`src/pkg/rx_status_pkg.sv`:
```
// Constants for the receive error flag and slot counter block.
// Assumes a 32-bit AXI4-Lite register bus and one core clock.
package rx_status_pkg;

	localparam logic [7:0] ADDR_BUF    = 8'h74;
	localparam logic [7:0] ADDR_FMT    = 8'h78;
	localparam logic [7:0] ADDR_INTCTL = 8'h7C;
	localparam logic [7:0] ADDR_STAT   = 8'h80;
	localparam logic [7:0] ADDR_SLOT   = 8'h84;

	localparam int BIT_OVRN  = 0;
	localparam int BIT_SYNC  = 1;
	localparam int BIT_CKF   = 2;
	localparam int BIT_PAR   = 3;
	localparam int BIT_ERR   = 8;
	localparam int FLAG_W    = 3;

	localparam int FMT_BITS_LO  = 0;
	localparam int FMT_BITS_HI  = 4;
	localparam int FMT_SLOTS_LO = 8;
	localparam int FMT_SLOTS_HI = 16;
	localparam int FMT_DIR      = 24;

	localparam int SLOT_W = 9;
	localparam int CNT_W  = 10;
	localparam logic [SLOT_W-1:0] SLOT_MAX = 9'h17F;
	localparam logic [SLOT_W-1:0] TDM_MAX  = 9'h01F;
	localparam logic [4:0] BITS_RST  = 5'h1F;
	localparam logic [SLOT_W-1:0] SLOTS_RST = 9'h001;

	localparam logic [1:0] RESP_OKAY   = 2'h0;
	localparam logic [1:0] RESP_SLVERR = 2'h2;

	typedef enum logic [2:0] {
		ST_IDLE  = 3'b001,
		ST_FRAME = 3'b010,
		ST_WAIT  = 3'b100
	} frame_e;

endpackage

```
`src/hdl/rx_status.sv`:
```
// Receive serializer status: error flags, slot counter, interrupt, registers.
// Assumes bit clock, frame sync and data pins are asynchronous to core_clk
// and that the clock check circuit pulses clk_fail_report on core_clk.
//
// Implementation choice: the AXI4-Lite slave port.
`timescale 1ns/1ps

// Functional notes
// Clock failure report sets status bit 2; stays set until cleared.
// Interrupt while clock failure flag and its enable are both set.
// Writing one clears an error flag; writing zero leaves it alone.
// Frame sync arriving before the frame ends sets status bit 1.
// Interrupt while early sync flag and its enable are both set.
// New word into a still unread buffer sets overrun, status bit 0.
// Interrupt while overrun flag and its enable are both set.
// Slot register bits 9..0 show the current slot, zero after reset.
// Slot count stays within 0 through 383.
// Ordinary time-division frames hold at most 32 slots.
// In block receive mode the slot counter runs past 32 to 383.
// Slot register upper bits read zero and ignore writes.
// Status bit 8 is the OR of all receive error flags.
// Status bit 3 mirrors the slot count's least significant bit.
// Slot count restarts at valid sync, advances each following slot.
module rx_status
	import rx_status_pkg::*;
(
	input  wire logic        core_clk,
	input  wire logic        rst,
	input  wire logic        rx_bit_clk_pin,
	input  wire logic        rx_frame_sync_pin,
	input  wire logic        rx_data_pin,
	input  wire logic        clk_fail_report,
	output logic             rx_interrupt,
	input  wire logic [7:0]  s_axi_awaddr,
	input  wire logic        s_axi_awvalid,
	output logic             s_axi_awready,
	input  wire logic [31:0] s_axi_wdata,
	input  wire logic [3:0]  s_axi_wstrb,
	input  wire logic        s_axi_wvalid,
	output logic             s_axi_wready,
	output logic [1:0]       s_axi_bresp,
	output logic             s_axi_bvalid,
	input  wire logic        s_axi_bready,
	input  wire logic [7:0]  s_axi_araddr,
	input  wire logic        s_axi_arvalid,
	output logic             s_axi_arready,
	output logic [31:0]      s_axi_rdata,
	output logic [1:0]       s_axi_rresp,
	output logic             s_axi_rvalid,
	input  wire logic        s_axi_rready
);

	// Sticky flag: a set in the same cycle as a clear wins.
	function automatic logic sticky(input logic cur, input logic set,
		input logic clr);
		sticky = set || (cur && !clr);
	endfunction

	function automatic logic [SLOT_W-1:0] sat_min(
		input logic [SLOT_W-1:0] a, input logic [SLOT_W-1:0] b);
		sat_min = (a < b) ? a : b;
	endfunction

	logic        bclk_s;
	logic        fs_s;
	logic        data_s;
	logic        bclk_prev_reg;
	logic        fs_prev_reg;

	logic        wr_stb;
	logic [7:0]  wr_addr;
	logic [31:0] wr_data;
	logic [3:0]  wr_strb;
	logic        wr_hit;
	logic        rd_stb;
	logic [7:0]  rd_addr;
	logic [31:0] rd_data;
	logic        rd_hit;

	logic [FLAG_W-1:0] flags_reg;
	logic [FLAG_W-1:0] flags_next;
	logic [FLAG_W-1:0] int_en_reg;
	logic [4:0]        bits_m1_reg;
	logic [SLOT_W-1:0] slots_m1_reg;
	logic              dir_mode_reg;

	frame_e            state_reg;
	frame_e            state_next;
	logic [4:0]        bit_cnt_reg;
	logic [4:0]        bit_cnt_next;
	logic [SLOT_W-1:0] slot_reg;
	logic [SLOT_W-1:0] slot_next;
	logic [31:0]       shift_reg;
	logic [31:0]       shift_next;
	logic [31:0]       rx_buffer_reg;
	logic [31:0]       rx_buffer_next;
	logic              buf_full_reg;
	logic              buf_full_next;

	pin_sync u_sync_bclk (
		.core_clk (core_clk),
		.rst      (rst),
		.pin_in   (rx_bit_clk_pin),
		.pin_out  (bclk_s)
	);

	pin_sync u_sync_fs (
		.core_clk (core_clk),
		.rst      (rst),
		.pin_in   (rx_frame_sync_pin),
		.pin_out  (fs_s)
	);

	pin_sync u_sync_data (
		.core_clk (core_clk),
		.rst      (rst),
		.pin_in   (rx_data_pin),
		.pin_out  (data_s)
	);

	axil_slave u_bus (
		.core_clk      (core_clk),
		.rst           (rst),
		.s_axi_awaddr  (s_axi_awaddr),
		.s_axi_awvalid (s_axi_awvalid),
		.s_axi_awready (s_axi_awready),
		.s_axi_wdata   (s_axi_wdata),
		.s_axi_wstrb   (s_axi_wstrb),
		.s_axi_wvalid  (s_axi_wvalid),
		.s_axi_wready  (s_axi_wready),
		.s_axi_bresp   (s_axi_bresp),
		.s_axi_bvalid  (s_axi_bvalid),
		.s_axi_bready  (s_axi_bready),
		.s_axi_araddr  (s_axi_araddr),
		.s_axi_arvalid (s_axi_arvalid),
		.s_axi_arready (s_axi_arready),
		.s_axi_rdata   (s_axi_rdata),
		.s_axi_rresp   (s_axi_rresp),
		.s_axi_rvalid  (s_axi_rvalid),
		.s_axi_rready  (s_axi_rready),
		.wr_stb        (wr_stb),
		.wr_addr       (wr_addr),
		.wr_data       (wr_data),
		.wr_strb       (wr_strb),
		.wr_hit        (wr_hit),
		.rd_stb        (rd_stb),
		.rd_addr       (rd_addr),
		.rd_data       (rd_data),
		.rd_hit        (rd_hit)
	);

	// Bit clock rising edge seen on the synchronised copy.
	wire bit_edge = bclk_s && !bclk_prev_reg;
	// Frame sync counts only at its leading edge, sampled on a bit edge.
	wire sync_evt = bit_edge && fs_s && !fs_prev_reg;

	// Ordinary time-division frames are clamped to 32 slots.
	wire [SLOT_W-1:0] tdm_last = sat_min(slots_m1_reg, TDM_MAX);
	wire [SLOT_W-1:0] blk_last = sat_min(slots_m1_reg, SLOT_MAX);
	wire [SLOT_W-1:0] last_slot = dir_mode_reg ? blk_last : tdm_last;

	wire slot_end  = bit_cnt_reg == bits_m1_reg;
	wire frame_end = slot_end && (slot_reg == last_slot);
	wire in_frame  = state_reg == ST_FRAME;

	// A sync on the last bit edge of a frame steals that bit, so it is early too.
	wire early_sync = sync_evt && in_frame;
	wire word_done  = bit_edge && (in_frame || sync_evt) &&
		(sync_evt ? (bits_m1_reg == 5'h00) : slot_end);

	wire wr_stat   = wr_stb && (wr_addr == ADDR_STAT) && wr_strb[0];
	wire wr_intctl = wr_stb && (wr_addr == ADDR_INTCTL);
	wire wr_fmt    = wr_stb && (wr_addr == ADDR_FMT);
	wire buf_read  = rd_stb && (rd_addr == ADDR_BUF);
	// Overrun: the read in the same cycle frees the buffer first.
	wire overrun   = word_done && buf_full_reg && !buf_read;

	assign wr_hit = (wr_addr == ADDR_STAT) || (wr_addr == ADDR_INTCTL) ||
		(wr_addr == ADDR_FMT) || (wr_addr == ADDR_SLOT) ||
		(wr_addr == ADDR_BUF);
	assign rd_hit = (rd_addr == ADDR_STAT) || (rd_addr == ADDR_INTCTL) ||
		(rd_addr == ADDR_FMT) || (rd_addr == ADDR_SLOT) ||
		(rd_addr == ADDR_BUF);

	wire [CNT_W-1:0] slot_cnt = {1'b0, slot_reg};

	wire [31:0] stat_word = {23'h000000, |flags_reg, 4'h0,
		slot_reg[0], flags_reg};
	wire [31:0] fmt_word = {7'h00, dir_mode_reg, 7'h00, slots_m1_reg,
		3'h0, bits_m1_reg};
	// Upper bits of the slot register read as zero.
	wire [31:0] slot_word = {22'h000000, slot_cnt};

	assign rd_data = (rd_addr == ADDR_STAT)   ? stat_word :
	                 (rd_addr == ADDR_INTCTL) ? {29'h0, int_en_reg} :
	                 (rd_addr == ADDR_FMT)    ? fmt_word :
	                 (rd_addr == ADDR_SLOT)   ? slot_word :
	                 (rd_addr == ADDR_BUF)    ? rx_buffer_reg :
	                 32'h00000000;

	// One-to-clear status bits; each event wins over a clear in its cycle.
	always_comb begin
		flags_next[BIT_CKF]  = sticky(flags_reg[BIT_CKF], clk_fail_report,
			wr_stat && wr_data[BIT_CKF]);
		flags_next[BIT_SYNC] = sticky(flags_reg[BIT_SYNC], early_sync,
			wr_stat && wr_data[BIT_SYNC]);
		flags_next[BIT_OVRN] = sticky(flags_reg[BIT_OVRN], overrun,
			wr_stat && wr_data[BIT_OVRN]);
	end

	// Frame tracking and serial shift.
	always_comb begin
		state_next     = state_reg;
		bit_cnt_next   = bit_cnt_reg;
		slot_next      = slot_reg;
		shift_next     = shift_reg;
		rx_buffer_next = rx_buffer_reg;
		buf_full_next  = buf_full_reg && !buf_read;
		if (bit_edge) begin
			case (state_reg)
				ST_IDLE, ST_WAIT: begin
					if (sync_evt) begin
						state_next   = ST_FRAME;
						bit_cnt_next = 5'h01;
						slot_next    = '0;
						shift_next   = {31'h0, data_s};
					end
				end
				ST_FRAME: begin
					shift_next = {shift_reg[30:0], data_s};
					if (sync_evt) begin
						bit_cnt_next = 5'h01;
						slot_next    = '0;
						shift_next   = {31'h0, data_s};
					end else if (frame_end) begin
						state_next   = ST_WAIT;
						bit_cnt_next = 5'h00;
					end else if (slot_end) begin
						bit_cnt_next = 5'h00;
						slot_next    = sat_min(slot_reg + 9'h001, SLOT_MAX);
					end else begin
						bit_cnt_next = bit_cnt_reg + 5'h01;
					end
				end
				default: begin
					state_next = ST_IDLE;
				end
			endcase
			// A one-bit slot wraps straight back to its first bit.
			if (sync_evt && bits_m1_reg == 5'h00) begin
				bit_cnt_next = 5'h00;
			end
		end
		if (word_done) begin
			rx_buffer_next = shift_next;
			buf_full_next  = 1'b1;
		end
	end

	always_ff @(posedge core_clk) begin
		if (rst) begin
			bclk_prev_reg <= 1'b0;
			fs_prev_reg   <= 1'b0;
		end else begin
			bclk_prev_reg <= bclk_s;
			if (bit_edge) begin
				fs_prev_reg <= fs_s;
			end
		end
	end

	always_ff @(posedge core_clk) begin
		if (rst) begin
			state_reg     <= ST_IDLE;
			bit_cnt_reg   <= 5'h00;
			slot_reg      <= '0;
			shift_reg     <= 32'h00000000;
			rx_buffer_reg <= 32'h00000000;
			buf_full_reg  <= 1'b0;
			flags_reg     <= '0;
		end else begin
			state_reg     <= state_next;
			bit_cnt_reg   <= bit_cnt_next;
			slot_reg      <= slot_next;
			shift_reg     <= shift_next;
			rx_buffer_reg <= rx_buffer_next;
			buf_full_reg  <= buf_full_next;
			flags_reg     <= flags_next;
		end
	end

	// Writable configuration; writes to the slot register change nothing.
	always_ff @(posedge core_clk) begin
		if (rst) begin
			int_en_reg   <= '0;
			bits_m1_reg  <= BITS_RST;
			slots_m1_reg <= SLOTS_RST;
			dir_mode_reg <= 1'b0;
		end else begin
			if (wr_intctl && wr_strb[0]) begin
				int_en_reg <= wr_data[FLAG_W-1:0];
			end
			if (wr_fmt && wr_strb[0]) begin
				bits_m1_reg <= wr_data[FMT_BITS_HI:FMT_BITS_LO];
			end
			if (wr_fmt && wr_strb[1]) begin
				slots_m1_reg[7:0] <= wr_data[FMT_SLOTS_HI-1:FMT_SLOTS_LO];
			end
			if (wr_fmt && wr_strb[2]) begin
				slots_m1_reg[SLOT_W-1] <= wr_data[FMT_SLOTS_HI];
			end
			if (wr_fmt && wr_strb[3]) begin
				dir_mode_reg <= wr_data[FMT_DIR];
			end
		end
	end

	// Level interrupt: any flag whose enable is set.
	assign rx_interrupt = |(flags_reg & int_en_reg);

endmodule // rx_status

```
`src/hdl/pin_sync.sv`:
```
// Two-flop synchroniser for one pin input.
// Assumes the pin is asynchronous to core_clk.
`timescale 1ns/1ps
module pin_sync (
	input  wire logic core_clk,
	input  wire logic rst,
	input  wire logic pin_in,
	output logic      pin_out
);

	logic meta_reg;

	always_ff @(posedge core_clk) begin
		if (rst) begin
			meta_reg <= 1'b0;
			pin_out  <= 1'b0;
		end else begin
			meta_reg <= pin_in;
			pin_out  <= meta_reg;
		end
	end

endmodule // pin_sync

```
`src/hdl/axil_slave.sv`:
```
// AXI4-Lite slave front end: turns bus traffic into write and read strobes.
// Assumes read data is presented combinationally by the owner of the registers.
`timescale 1ns/1ps
module axil_slave
	import rx_status_pkg::*;
(
	input  wire logic        core_clk,
	input  wire logic        rst,
	input  wire logic [7:0]  s_axi_awaddr,
	input  wire logic        s_axi_awvalid,
	output logic             s_axi_awready,
	input  wire logic [31:0] s_axi_wdata,
	input  wire logic [3:0]  s_axi_wstrb,
	input  wire logic        s_axi_wvalid,
	output logic             s_axi_wready,
	output logic [1:0]       s_axi_bresp,
	output logic             s_axi_bvalid,
	input  wire logic        s_axi_bready,
	input  wire logic [7:0]  s_axi_araddr,
	input  wire logic        s_axi_arvalid,
	output logic             s_axi_arready,
	output logic [31:0]      s_axi_rdata,
	output logic [1:0]       s_axi_rresp,
	output logic             s_axi_rvalid,
	input  wire logic        s_axi_rready,
	output logic             wr_stb,
	output logic [7:0]       wr_addr,
	output logic [31:0]      wr_data,
	output logic [3:0]       wr_strb,
	input  wire logic        wr_hit,
	output logic             rd_stb,
	output logic [7:0]       rd_addr,
	input  wire logic [31:0] rd_data,
	input  wire logic        rd_hit
);

	logic aw_have_reg;
	logic w_have_reg;

	// Address and data are latched independently so either may come first.
	assign s_axi_awready = !aw_have_reg;
	assign s_axi_wready  = !w_have_reg;
	assign wr_stb        = aw_have_reg && w_have_reg && !s_axi_bvalid;
	assign s_axi_arready = !s_axi_rvalid;
	assign rd_stb        = s_axi_arvalid && s_axi_arready;
	assign rd_addr       = s_axi_araddr;

	always_ff @(posedge core_clk) begin
		if (rst) begin
			aw_have_reg  <= 1'b0;
			w_have_reg   <= 1'b0;
			wr_addr      <= 8'h00;
			wr_data      <= 32'h00000000;
			wr_strb      <= 4'h0;
			s_axi_bvalid <= 1'b0;
			s_axi_bresp  <= RESP_OKAY;
			s_axi_rvalid <= 1'b0;
			s_axi_rdata  <= 32'h00000000;
			s_axi_rresp  <= RESP_OKAY;
		end else begin
			if (s_axi_awvalid && s_axi_awready) begin
				aw_have_reg <= 1'b1;
				wr_addr     <= s_axi_awaddr;
			end
			if (s_axi_wvalid && s_axi_wready) begin
				w_have_reg <= 1'b1;
				wr_data    <= s_axi_wdata;
				wr_strb    <= s_axi_wstrb;
			end
			if (wr_stb) begin
				aw_have_reg  <= 1'b0;
				w_have_reg   <= 1'b0;
				s_axi_bvalid <= 1'b1;
				s_axi_bresp  <= wr_hit ? RESP_OKAY : RESP_SLVERR;
			end else if (s_axi_bready) begin
				s_axi_bvalid <= 1'b0;
			end
			if (rd_stb) begin
				s_axi_rvalid <= 1'b1;
				s_axi_rdata  <= rd_data;
				s_axi_rresp  <= rd_hit ? RESP_OKAY : RESP_SLVERR;
			end else if (s_axi_rready) begin
				s_axi_rvalid <= 1'b0;
			end
		end
	end

endmodule // axil_slave

```
`config.mk`:
```
export PLATFORM = sky130hd
export DESIGN_NAME = rx_status
export DESIGN_NICKNAME = d
export VERILOG_FILES = /design/src/pkg/rx_status_pkg.sv /design/src/hdl/rx_status.sv /design/src/hdl/pin_sync.sv /design/src/hdl/axil_slave.sv
export SDC_FILE = /design/constraint.sdc
export NUM_CORES = 1
export LEC_CHECK = 0
export ABC_AREA = 0
export BUFFER_PORTS_ARGS = -buffer_cell sky130_fd_sc_hd__buf_2
export CAP_MARGIN = 20
export CORE_MARGIN = 1
export CORE_UTILIZATION = 55
export CTS_CLUSTER_SIZE = 8
export DETAILED_ROUTE_END_ITERATION = 8
export GPL_ROUTABILITY_DRIVEN = 0
export PLACE_DENSITY_LB_ADDON = 0.08
export SYNTH_ARGS = -nofsm -noshare
export SYNTH_HDL_FRONTEND = slang
export SYNTH_HIERARCHICAL = 1
export SYNTH_SLANG_ARGS = --single-unit
```
`constraint.sdc`:
```
create_clock -name core_clk -period 2.84 [get_ports core_clk]
set_input_delay 0.568 -clock core_clk [delete_from_list [all_inputs] [get_ports core_clk]]
set_output_delay 0.568 -clock core_clk [all_outputs]
set_load 0.03 [all_outputs]
```
* Yosys cells after proc, flatten, opt, wreduce, memory -nomap -nowiden
Cells that the tools add are included.
** Storage, ports and cells
- Bits of input ports :: 63
- Register bits after elaboration :: 188
- Output and inout bits :: 42
** Operators by class
- Reductions and logical operators :: 66
- Muxes and demuxes :: 36
- Eq/ne operators :: 21
- Order comparisons :: 3
- Add/sub/neg operators :: 2
- Bitwise gates (word level) :: 1
** Operators by type and width (count)
- 32-bit 2-to-1 mux :: 8
- 9-bit 2-to-1 mux :: 8
- 32-bit one-hot mux with 2 select lines :: 1
- 8-bit by 7-bit equality test with 1-bit output, second input constant :: 6
- 8-bit equality test, second input constant :: 4
- 1-bit logical AND :: 32
- 5-bit 2-to-1 mux :: 5
- 9-bit less-than comparator, second input constant :: 2
- 9-bit one-hot mux with 2 select lines :: 1
- 1-bit logical OR :: 12
- 1-bit zero test :: 10
- 5-bit one-hot mux with 2 select lines :: 1
- 9-bit by 1-bit adder with 9-bit output, second input constant :: 1
- 9-bit equality test :: 1
- 9-bit by 5-bit less-than comparator with 1-bit output, second input constant :: 1
- 3-bit 2-to-1 mux :: 3
- 3-bit != test, second input constant :: 3
- 1-bit 2-to-1 mux :: 6
- 2-bit != test, second input constant :: 3
- 3-bit one-hot mux with 2 select lines :: 1
- 2-bit nonzero test :: 3
- 3-bit OR reduction :: 2
- 5-bit by 1-bit adder with 5-bit output, second input constant :: 1
- 5-bit equality test :: 1
- 11 further kinds :: 13

* Logic depth before layout (Yosys ltp)
Gate-level depths: netlist of the first run.
- Depth in word-level cells :: 10
- Depth in mapped cells :: 10

* Modules after synthesis
The synthesis of the first run kept the hierarchy.
** By module, submodules not included
- rx_status :: instances 1, area an instance 4903.5 sq um, cells each 565
- axil_slave :: instances 1, area an instance 3040.4 sq um, cells each 361
- pin_sync :: instances 3, area an instance 52.6 sq um, cells each 4

* Worst setup path after synthesis of the first run
No wires, ideal clock.
- Kind :: input-to-reg
- Start point :: in s_axi_araddr[2]
- End point :: reg u_bus.s_axi_rdata[5]
- Stages :: 8
- Data arrival time :: 2.178 ns
- Library setup time :: 0.072 ns
- Setup slack :: 0.590 ns
- Path through :: buf_4 -> clkbuf_1 -> inv_1 -> nor3_1 -> clkbuf_1 -> a22o_1 -> nand2_1 -> a21oi_1
** On the way
- Cells in the longest elaborated chain, start to end :: 6
- Elaborated cells between the ends (all ways) :: 10
- Classes of those cells :: 5 x eq/ne; 5 x mux
** RTL lines
- from (decl) :: line rx_status.sv:44 : input wire logic [7:0] s_axi_araddr,
- 8-bit by 7-bit equality test with 1-bit output :: line rx_status.sv:198 : (rd_addr == ADDR_BUF) ? rx_buffer_reg :
- 32-bit 2-to-1 mux :: line rx_status.sv:198
- 32-bit 2-to-1 mux :: line rx_status.sv:197 : (rd_addr == ADDR_SLOT) ? slot_word :
- 32-bit 2-to-1 mux :: line rx_status.sv:196 : (rd_addr == ADDR_FMT) ? fmt_word :
- 32-bit 2-to-1 mux :: line rx_status.sv:195 : (rd_addr == ADDR_INTCTL) ? {29'h0, int_en_reg} :
- 32-bit 2-to-1 mux (*) :: line rx_status.sv:194 : assign rd_data = (rd_addr == ADDR_STAT) ? stat_word :
- via rd_data[5] :: line rx_status.sv:77 : logic [31:0] rd_data;
- to (signal assigned) :: line axil_slave.sv:80 : s_axi_rdata <= rd_data;
- to (decl) :: line axil_slave.sv:22 : output logic [31:0] s_axi_rdata,
The timed path passes the listed nets; every way through them passes the cells marked *.
A chain may end at the register's enable or synchronous reset.

* Worst setup path in the final report of the first run
- Start point :: reg slot_reg[0]
- End point :: reg slot_reg[6]
** On the way
- Cells in the longest elaborated chain, start to end :: 7
- Elaborated cells between the ends (all ways) :: 11
- Classes of those cells :: 1 x add/sub; 1 x order compare; 2 x eq/ne; 5 x mux; 2 x reduce/logical
** RTL lines
- from (decl) :: line rx_status.sv:91 : logic [SLOT_W-1:0] slot_reg;
- from (signal assigned) :: line rx_status.sv:284 : slot_reg <= slot_next;
- 9-bit by 1-bit adder with 9-bit output :: line rx_status.sv:240 : slot_next = sat_min(slot_reg + 9'h001, SLOT_MAX);
- 9-bit less-than comparator :: line rx_status.sv:61 : sat_min = (a < b) ? a : b;
- 9-bit 2-to-1 mux :: line rx_status.sv:61
- 9-bit 2-to-1 mux :: line rx_status.sv:238 : end else if (slot_end) begin
- 9-bit 2-to-1 mux :: line rx_status.sv:235 : end else if (frame_end) begin
- 9-bit 2-to-1 mux :: line rx_status.sv:231 : if (sync_evt) begin
- 9-bit one-hot mux with 2 select lines :: line rx_status.sv:220 : case (state_reg)
Several ways; a longest one is shown, not always the timed one. The select of a mux whose other input is x is not followed.

==> reports/results.txt, run 1 <==
result of the run -> completed
largest buffer count on any clock path -> 2
static leakage -> 3.179 nW
deepest level of the CTS H-tree -> 4
Crit path required time -> 3.18 ns
area of the die -> 14160 um^2
ratio of routed vias to standard cells -> 5.656
detailed-route wire length per cell -> 14.98 um
Root Buffer Master -> clkbuf_16
startpoint kind of the worst setup timing path -> flip-flop
DRC violation total after the first TritonRoute iteration -> 418
count of filler cells inserted in the layout -> 1155
highest net fanout along the worst path -> 11
CP Class -> flip-flop to flip-flop
maximum vdd ir drop -> 0.3088 mV
# nets final -> 990
GRT Residual Overflow -> 0
Crit path max-delay family -> compound AO/OA/AOI/OAI gates
antenna diode count -> 0
final instance area -> 8524 um^2
Chip Height -> 119.0 um
buffers and inverters on the worst path -> 0
TritonCTS Buffers -> 17
met1 GRT Util -> 32.71%
cell count after synthesis -> 870
final total power -> 0.005097 W
horizontal die dimension -> 119.0 um
Total Negative Setup Slacks -> 0 ns
slowest CP cell -> dfxtp_1
met2 usage in global routing -> 38.19%
all-layer global routing usage -> 24.21%
final period utilization -> 85.85%
max-cap violations -> 0
Initial Util -> 56.61%
floorplan core area -> 13300 um^2
final period demand of the worst path -> 2.438 ns
area of the mapped netlist -> 7526 um^2
GR peak layer -> met2
endpoints failing setup -> 0
kind of path behind the tightest hold check -> primary input to flip-flop
vias in the first global route -> 5611
maximum frequency from static timing analysis -> 410.2 MHz
first-pass GRT wire length -> 27.17 mm
DRC Markers -> 0
count of buffers from port buffering -> 85
relative area change from synthesis to final layout -> 13.27%
met3 track demand over resource -> 4.119%
PwrDens -> 597.9 nW/um^2
setup clock skew after layout -> 0.005667 ns
CTS-repair resized insts -> 0
CTS tree -> done
worst slew slack as a fraction of its limit -> 43.73%
delay of the slowest cell on the worst path -> 0.59 ns
ratio of cells with drive above 1 in the final layout -> 18.23%
RSZ-0062 raised after global routing -> false
number of antenna violations at the first check in global routing -> 0
Worst Max-Slew Pin Slew -> 0.8423 ns
# clock sinks -> 176
Placed Instance Area -> 7885 um^2
Skew-Pair Late Insertion Delay -> 0.43 ns
Syn. warnings -> 6
largest net degree at the start of global routing -> 80
vias post-DR -> 6301
clock slew seen by the registers of the worst setup and hold paths -> 0.07 ns
drt total wl -> 16.69 mm
I/O pins -> 105
cts hold-fix bufs -> 0
Detail Placement HPWL -> 11.65 mm
cell chain of the critical path -> ha_1 -> nand4_1 -> nor2_1 -> xnor2_1 -> a21oi_2 -> o21ai_0 -> a221oi_2
cell row count -> 42
post-synthesis area per instance -> 8.651 um^2
Initial DRT Pass Iterations -> 7
count of final max-slew check failures -> 0
Setup Buffers After CTS -> 0
Final Hold Viols -> 0
CP Capture Type -> flip-flop
arrival time of data at the critical path endpoint -> 2.78 ns
post-route ant nets -> 0
[power breakdown]
part	switching [W]	internal (W)	total, W
Sequential	0.0000266	0.00250	0.00253
Combinational	0.000150	0.0000799	0.000230
Clock	0.00100	0.00133	0.00234
[path summary, 6_finish.rpt]
check | start | depth (start not counted) | end | slack (ns)
setup / recovery | slot_reg[0]$_SDFFE_PP0P_ | 7 | slot_reg[6]$_SDFFE_PP0P_ | 0.40
hold / removal | rx_frame_sync_pin | 2 | u_sync_fs/meta_reg$_SDFF_PP0_ | 0.35
setup reg to reg | slot_reg[0]$_SDFFE_PP0P_ | 7 | slot_reg[6]$_SDFFE_PP0P_ | 0.40
hold reg to reg | u_sync_data/meta_reg$_SDFF_PP0_ | 1 | u_sync_data/pin_out$_SDFF_PP0_ | 0.44
[worst register-to-register path, stage by stage, from the launching register on]
cell and delay, ns:
dfxtp_1 0.59, ha_1 0.33, nand4_1 0.20, nor2_1 0.27, xnor2_1 0.17, a21oi_2 0.34, o21ai_0 0.18, a221oi_2 0.28
[routing by layer]
layer	vias to the layer above	part of all wire, %
met4	0	2.3
li1	3138	-
met5	-	0
met1	2953	47
met3	32	5.0
met2	178	46
[layout by cell type, fill, tap and decap left out, types with 4 or more instances in the layout]
master,count
nand3b_1,4
o21ai_0,17
xnor2_1,8
a22o_1,11
a22oi_1,33
mux2i_1,20
xor2_1,7
nor2b_1,9
a211o_1,5
inv_6,5
nor3_1,8
a21oi_1,68
buf_2,84
and2_1,16
a31oi_1,4
nor2_1,114
nand2_1,153
dfxtp_1,176
and3_1,5
nand3_1,10
nand2b_1,6
nand4_1,5
a211oi_1,36
a21oi_2,7
inv_1,12
clkbuf_16,17
buf_4,24
[layout make-up]
class	instances	area (um^2)	share of cell area, %
Timing Repair Buffer	110	640.6	7.515
Sequential cell	176	3523	41.33
Clock inverter	14	155.1	1.820
Clock buffer	18	439.2	5.152
Inverter	13	53.80	0.6311
Tap cell	176	220.2	2.583
Multi-Input combinational cell	607	3492	40.97
[through the flow]
step,util [%],worst slack [ns],std cells,hold slack (ns)
global route,64.12,0.1506,1114,0.3442
finish,64.12,0.4020,1114,0.3487
detailed placement,59.31,0.3159,1076,0.4253
global placement,59.31,0.3877,1076,0.4239
CTS,63.78,0.3059,1108,0.3338
floorplan,-,0.5910,871,0.4138
Note: power is estimated with default switching activity, not from simulation.
==> run 2: changes to the inputs <==
--- a/config.mk
+++ b/config.mk
@@ -9,12 +9,11 @@
 export BUFFER_PORTS_ARGS = -buffer_cell sky130_fd_sc_hd__buf_2
 export CAP_MARGIN = 20
 export CORE_MARGIN = 1
-export CORE_UTILIZATION = 55
+export CORE_UTILIZATION = 51
 export CTS_CLUSTER_SIZE = 8
 export DETAILED_ROUTE_END_ITERATION = 8
 export GPL_ROUTABILITY_DRIVEN = 0
 export PLACE_DENSITY_LB_ADDON = 0.08
 export SYNTH_ARGS = -nofsm -noshare
 export SYNTH_HDL_FRONTEND = slang
-export SYNTH_HIERARCHICAL = 1
 export SYNTH_SLANG_ARGS = --single-unit
==> constraint.sdc (replaced) <==
create_clock -name core_clk -period 2.2 [get_ports core_clk]
set_input_delay 0.44 -clock core_clk [delete_from_list [all_inputs] [get_ports core_clk]]
set_output_delay 0.44 -clock core_clk [all_outputs]
set_load 0.03 [all_outputs]
==> run 2 against run 1 <==
- the flow now finishes with violations (setup timing)
- largest power group unchanged
- hold slack worse by 0.14 ns
- setup slack worse by 0.44 ns
- count of clock-buffer cells in the layout stayed put
- via count is 6.8% higher
- die area is 5.3% higher
- critical endpoint is now slot_reg[3]$_SDFFE_PP0P_
- sequential share of layout area is 2.2 points lower
- power is 32% higher
- cell count is 5.3% higher
- clock power is 31% higher
- wire length is 18% higher
- utilization is 0.33 points higher
- sequential power is 30% higher
==> reports/results.txt, run 2 <==
all-layer global routing usage -> 27.41%
Syn. warnings -> 0
cell row count -> 43
Initial DRT Pass Iterations -> 6
kind of path behind the tightest hold check -> primary input to flip-flop
startpoint kind of the worst setup timing path -> flip-flop
number of antenna violations at the first check in global routing -> 0
Chip Height -> 122.1 um
violated checks -> setup timing
TritonCTS Buffers -> 17
RSZ-0062 raised after global routing -> true
combinational family with the most area after synthesis -> simple AND/OR/NAND/NOR gates
CTS tree -> done
cell mode on critical path -> or4_4
count of buffers from port buffering -> 85
Crit path required time -> 2.51 ns
DRC Markers -> 0
post-route ant nets -> 0
multi-input gate area in the final layout -> 3583 um^2
CP Depth -> 7
most instantiated cells after synthesis -> dfxtp_1, nor2_1, nand2_1
count of filler cells inserted in the layout -> 1211
ratio of cells with drive above 1 in the final layout -> 21.95%
arithmetic-cell share of the synthesized area counting full adders, half adders and majority gates -> 0.3401%
delay of the slowest cell on the worst path -> 0.55 ns
hold slack final -> 0.2058 ns
Yosys top cell area share -> 47.88%
EDFF count, synth -> 0
relative area change from synthesis to final layout -> 22.51%
clock slew seen by the registers of the worst setup and hold paths -> 0.07 ns
Worst Max-Slew Pin Slew -> 0.6345 ns
Initial Util -> 52.60%
number of cells traversed by the worst register-to-register path -> 7
antenna diode count -> 0
share of the synthesized area in compound gates (AO/OA/AOI/OAI) -> 20.54%
ys flop type -> dfxtp_1
CP Class -> flip-flop to flip-flop
vias post-DR -> 6730
cell type with the largest total area after synthesis -> dfxtp_1
most frequent standard cell in the layout excluding fill and tap cells -> dfxtp_1
Final Core Density -> 64.45%
final period utilization -> 101.6%
largest cells by area after synthesis -> dfxtp_1, nor2_1, nand2_1
cell with the most instances after synthesis -> dfxtp_1
leading cell types in the layout, fill and taps excluded -> dfxtp_1, nor2_1, nand2_1, buf_2
DRC violation total after the first TritonRoute iteration -> 567
routed length on met3 -> 1.060 mm
# clock sinks -> 176
top sig layer -> met4
max-cap violations -> 0
post-synthesis area per instance -> 8.438 um^2
count of final max-slew check failures -> 0
hold-critical path depth -> 2
first-pass GRT wire length -> 31.61 mm
I/O pins -> 105
Root Buffer Master -> clkbuf_16
post-layout worst setup margin -> -0.03427 ns
final period demand of the worst path -> 2.234 ns
cell count after synthesis -> 872
Detail Placement HPWL -> 13.81 mm
part of the Yosys area used for sequential elements -> 47.88%
number of storage elements in the synthesis netlist -> 176
endpoints failing setup -> 3
drt total wl -> 19.75 mm
maximum frequency from static timing analysis -> 447.6 MHz
worst slew slack as a fraction of its limit -> 57.60%
# nets final -> 1046
area of the die -> 14910 um^2
Seq. cell area -> 3532 um^2
deepest level of the CTS H-tree -> 4
floorplan core area -> 13990 um^2
cell chain of the critical path -> or4_4 -> a21oi_2 -> xor2_1 -> nand4_1 -> or4_4 -> a31oi_1 -> a211oi_1
arrival time of data at the critical path endpoint -> 2.54 ns
sum of met2 wire segment lengths after detailed routing -> 9.551 mm
Routed met1 length -> 8.664 mm
Skew-Pair Late Insertion Delay -> 0.43 ns
Crit path max-delay family -> simple AND/OR/NAND/NOR gates
result of the run -> finished with violations
PwrDens -> 746.2 nW/um^2
largest net degree at the start of global routing -> 67
horizontal die dimension -> 122.1 um
slowest CP cell -> or4_4
setup clock skew after layout -> 0.005756 ns
Final Hold Viols -> 0
largest buffer count on any clock path -> 2
static leakage -> 3.513 nW
library cells used by synthesis -> 67
share of synthesized registers carrying an async set or reset -> 0%
buffers and inverters on the worst path -> 0
vias in the first global route -> 6464
xor/xnor cell area share of the yosys netlist -> 1.666%
maximum vdd ir drop -> 0.4589 mV
highest net fanout along the worst path -> 7
detailed-route wire length per cell -> 16.84 um
area of the mapped netlist -> 7358 um^2
simple-gate area share of the yosys netlist -> 22.29%
GRT Residual Overflow -> 0
ratio of routed vias to standard cells -> 5.737
mux cell area share after synthesis -> 2.857%
CP Capture Type -> flip-flop
## run 2: area by class of cell
type | instances | area share (%)
Sequential cell | 176 | 39.18
Inverter | 12 | 0.4997
Clock inverter | 13 | 1.804
Clock buffer | 18 | 4.872
Multi-Input combinational cell | 618 | 39.75
Tap cell | 180 | 2.498
Timing Repair Buffer | 156 | 11.39
## run 2: logic make-up after synthesis
| logic type | Yosys count |
|---|---|
| xor gates and xnor gates | 14 |
| other | 1 |
| and+or+nand+nor | 357 |
| buffers and inverters | 79 |
| muxes | 21 |
| AOI/OAI and AO/OA | 222 |
| adders and majority gates | 2 |
| DFF | 176 |
## run 2: timing repair
action	in CTS	in global routing
setup endpoints to repair	9	44
buffers inserted	1	0
pin swaps	1	2
gates resized for setup	5	13
hold buffers	0	0
## run 2: path summary, 6_finish.rpt
kind,startpoint,endpoint,slack [ns]
worst max register to register,slots_m1_reg[8]$_SDFFE_PP0P_,slot_reg[3]$_SDFFE_PP0P_,-0.03
worst min-delay path,s_axi_rready,u_bus.s_axi_rvalid$_SDFFE_PP0P_,0.21
worst max-delay path,slots_m1_reg[8]$_SDFFE_PP0P_,slot_reg[3]$_SDFFE_PP0P_,-0.03
worst min register to register,u_sync_bclk.meta_reg$_SDFF_PP0_,u_sync_bclk.pin_out$_SDFF_PP0_,0.45
## run 2: stage by stage
| stage | setup slack (ns) | instance area (um^2) | setup TNS, ns | std cells | power [W] |
|---|---|---|---|---|---|
| after floorplan | 0.01346 | 7362 | 0 | 873 | 0.003583 |
| after global placement | -0.07214 | 8342 | -0.2981 | 1141 | 0.003719 |
| after detailed placement | -0.1828 | 8342 | -1.049 | 1141 | 0.003731 |
| after CTS | 0.006286 | 8966 | 0 | 1173 | 0.006773 |
| after global routing | -0.1624 | 9015 | -1.139 | 1173 | 0.006955 |
| final | -0.03427 | 9015 | -0.05944 | 1173 | 0.006727 |
## run 2: routing by layer
layer	vias up	track usage, %
met3	32	5.150
met1	3189	34.10
li1	3302	-
met2	207	45.66
met4	0	12.96
met5	-	0
## run 2: report_power, final
part	internal, W	total, W	switching (W)	leakage (nW)
clock network	0.00182	0.00307	0.00125	0.294
registers	0.00324	0.00329	0.0000420	1.43
logic	0.000132	0.000376	0.000244	1.79
total	0.00519	0.00673	0.00154	3.51
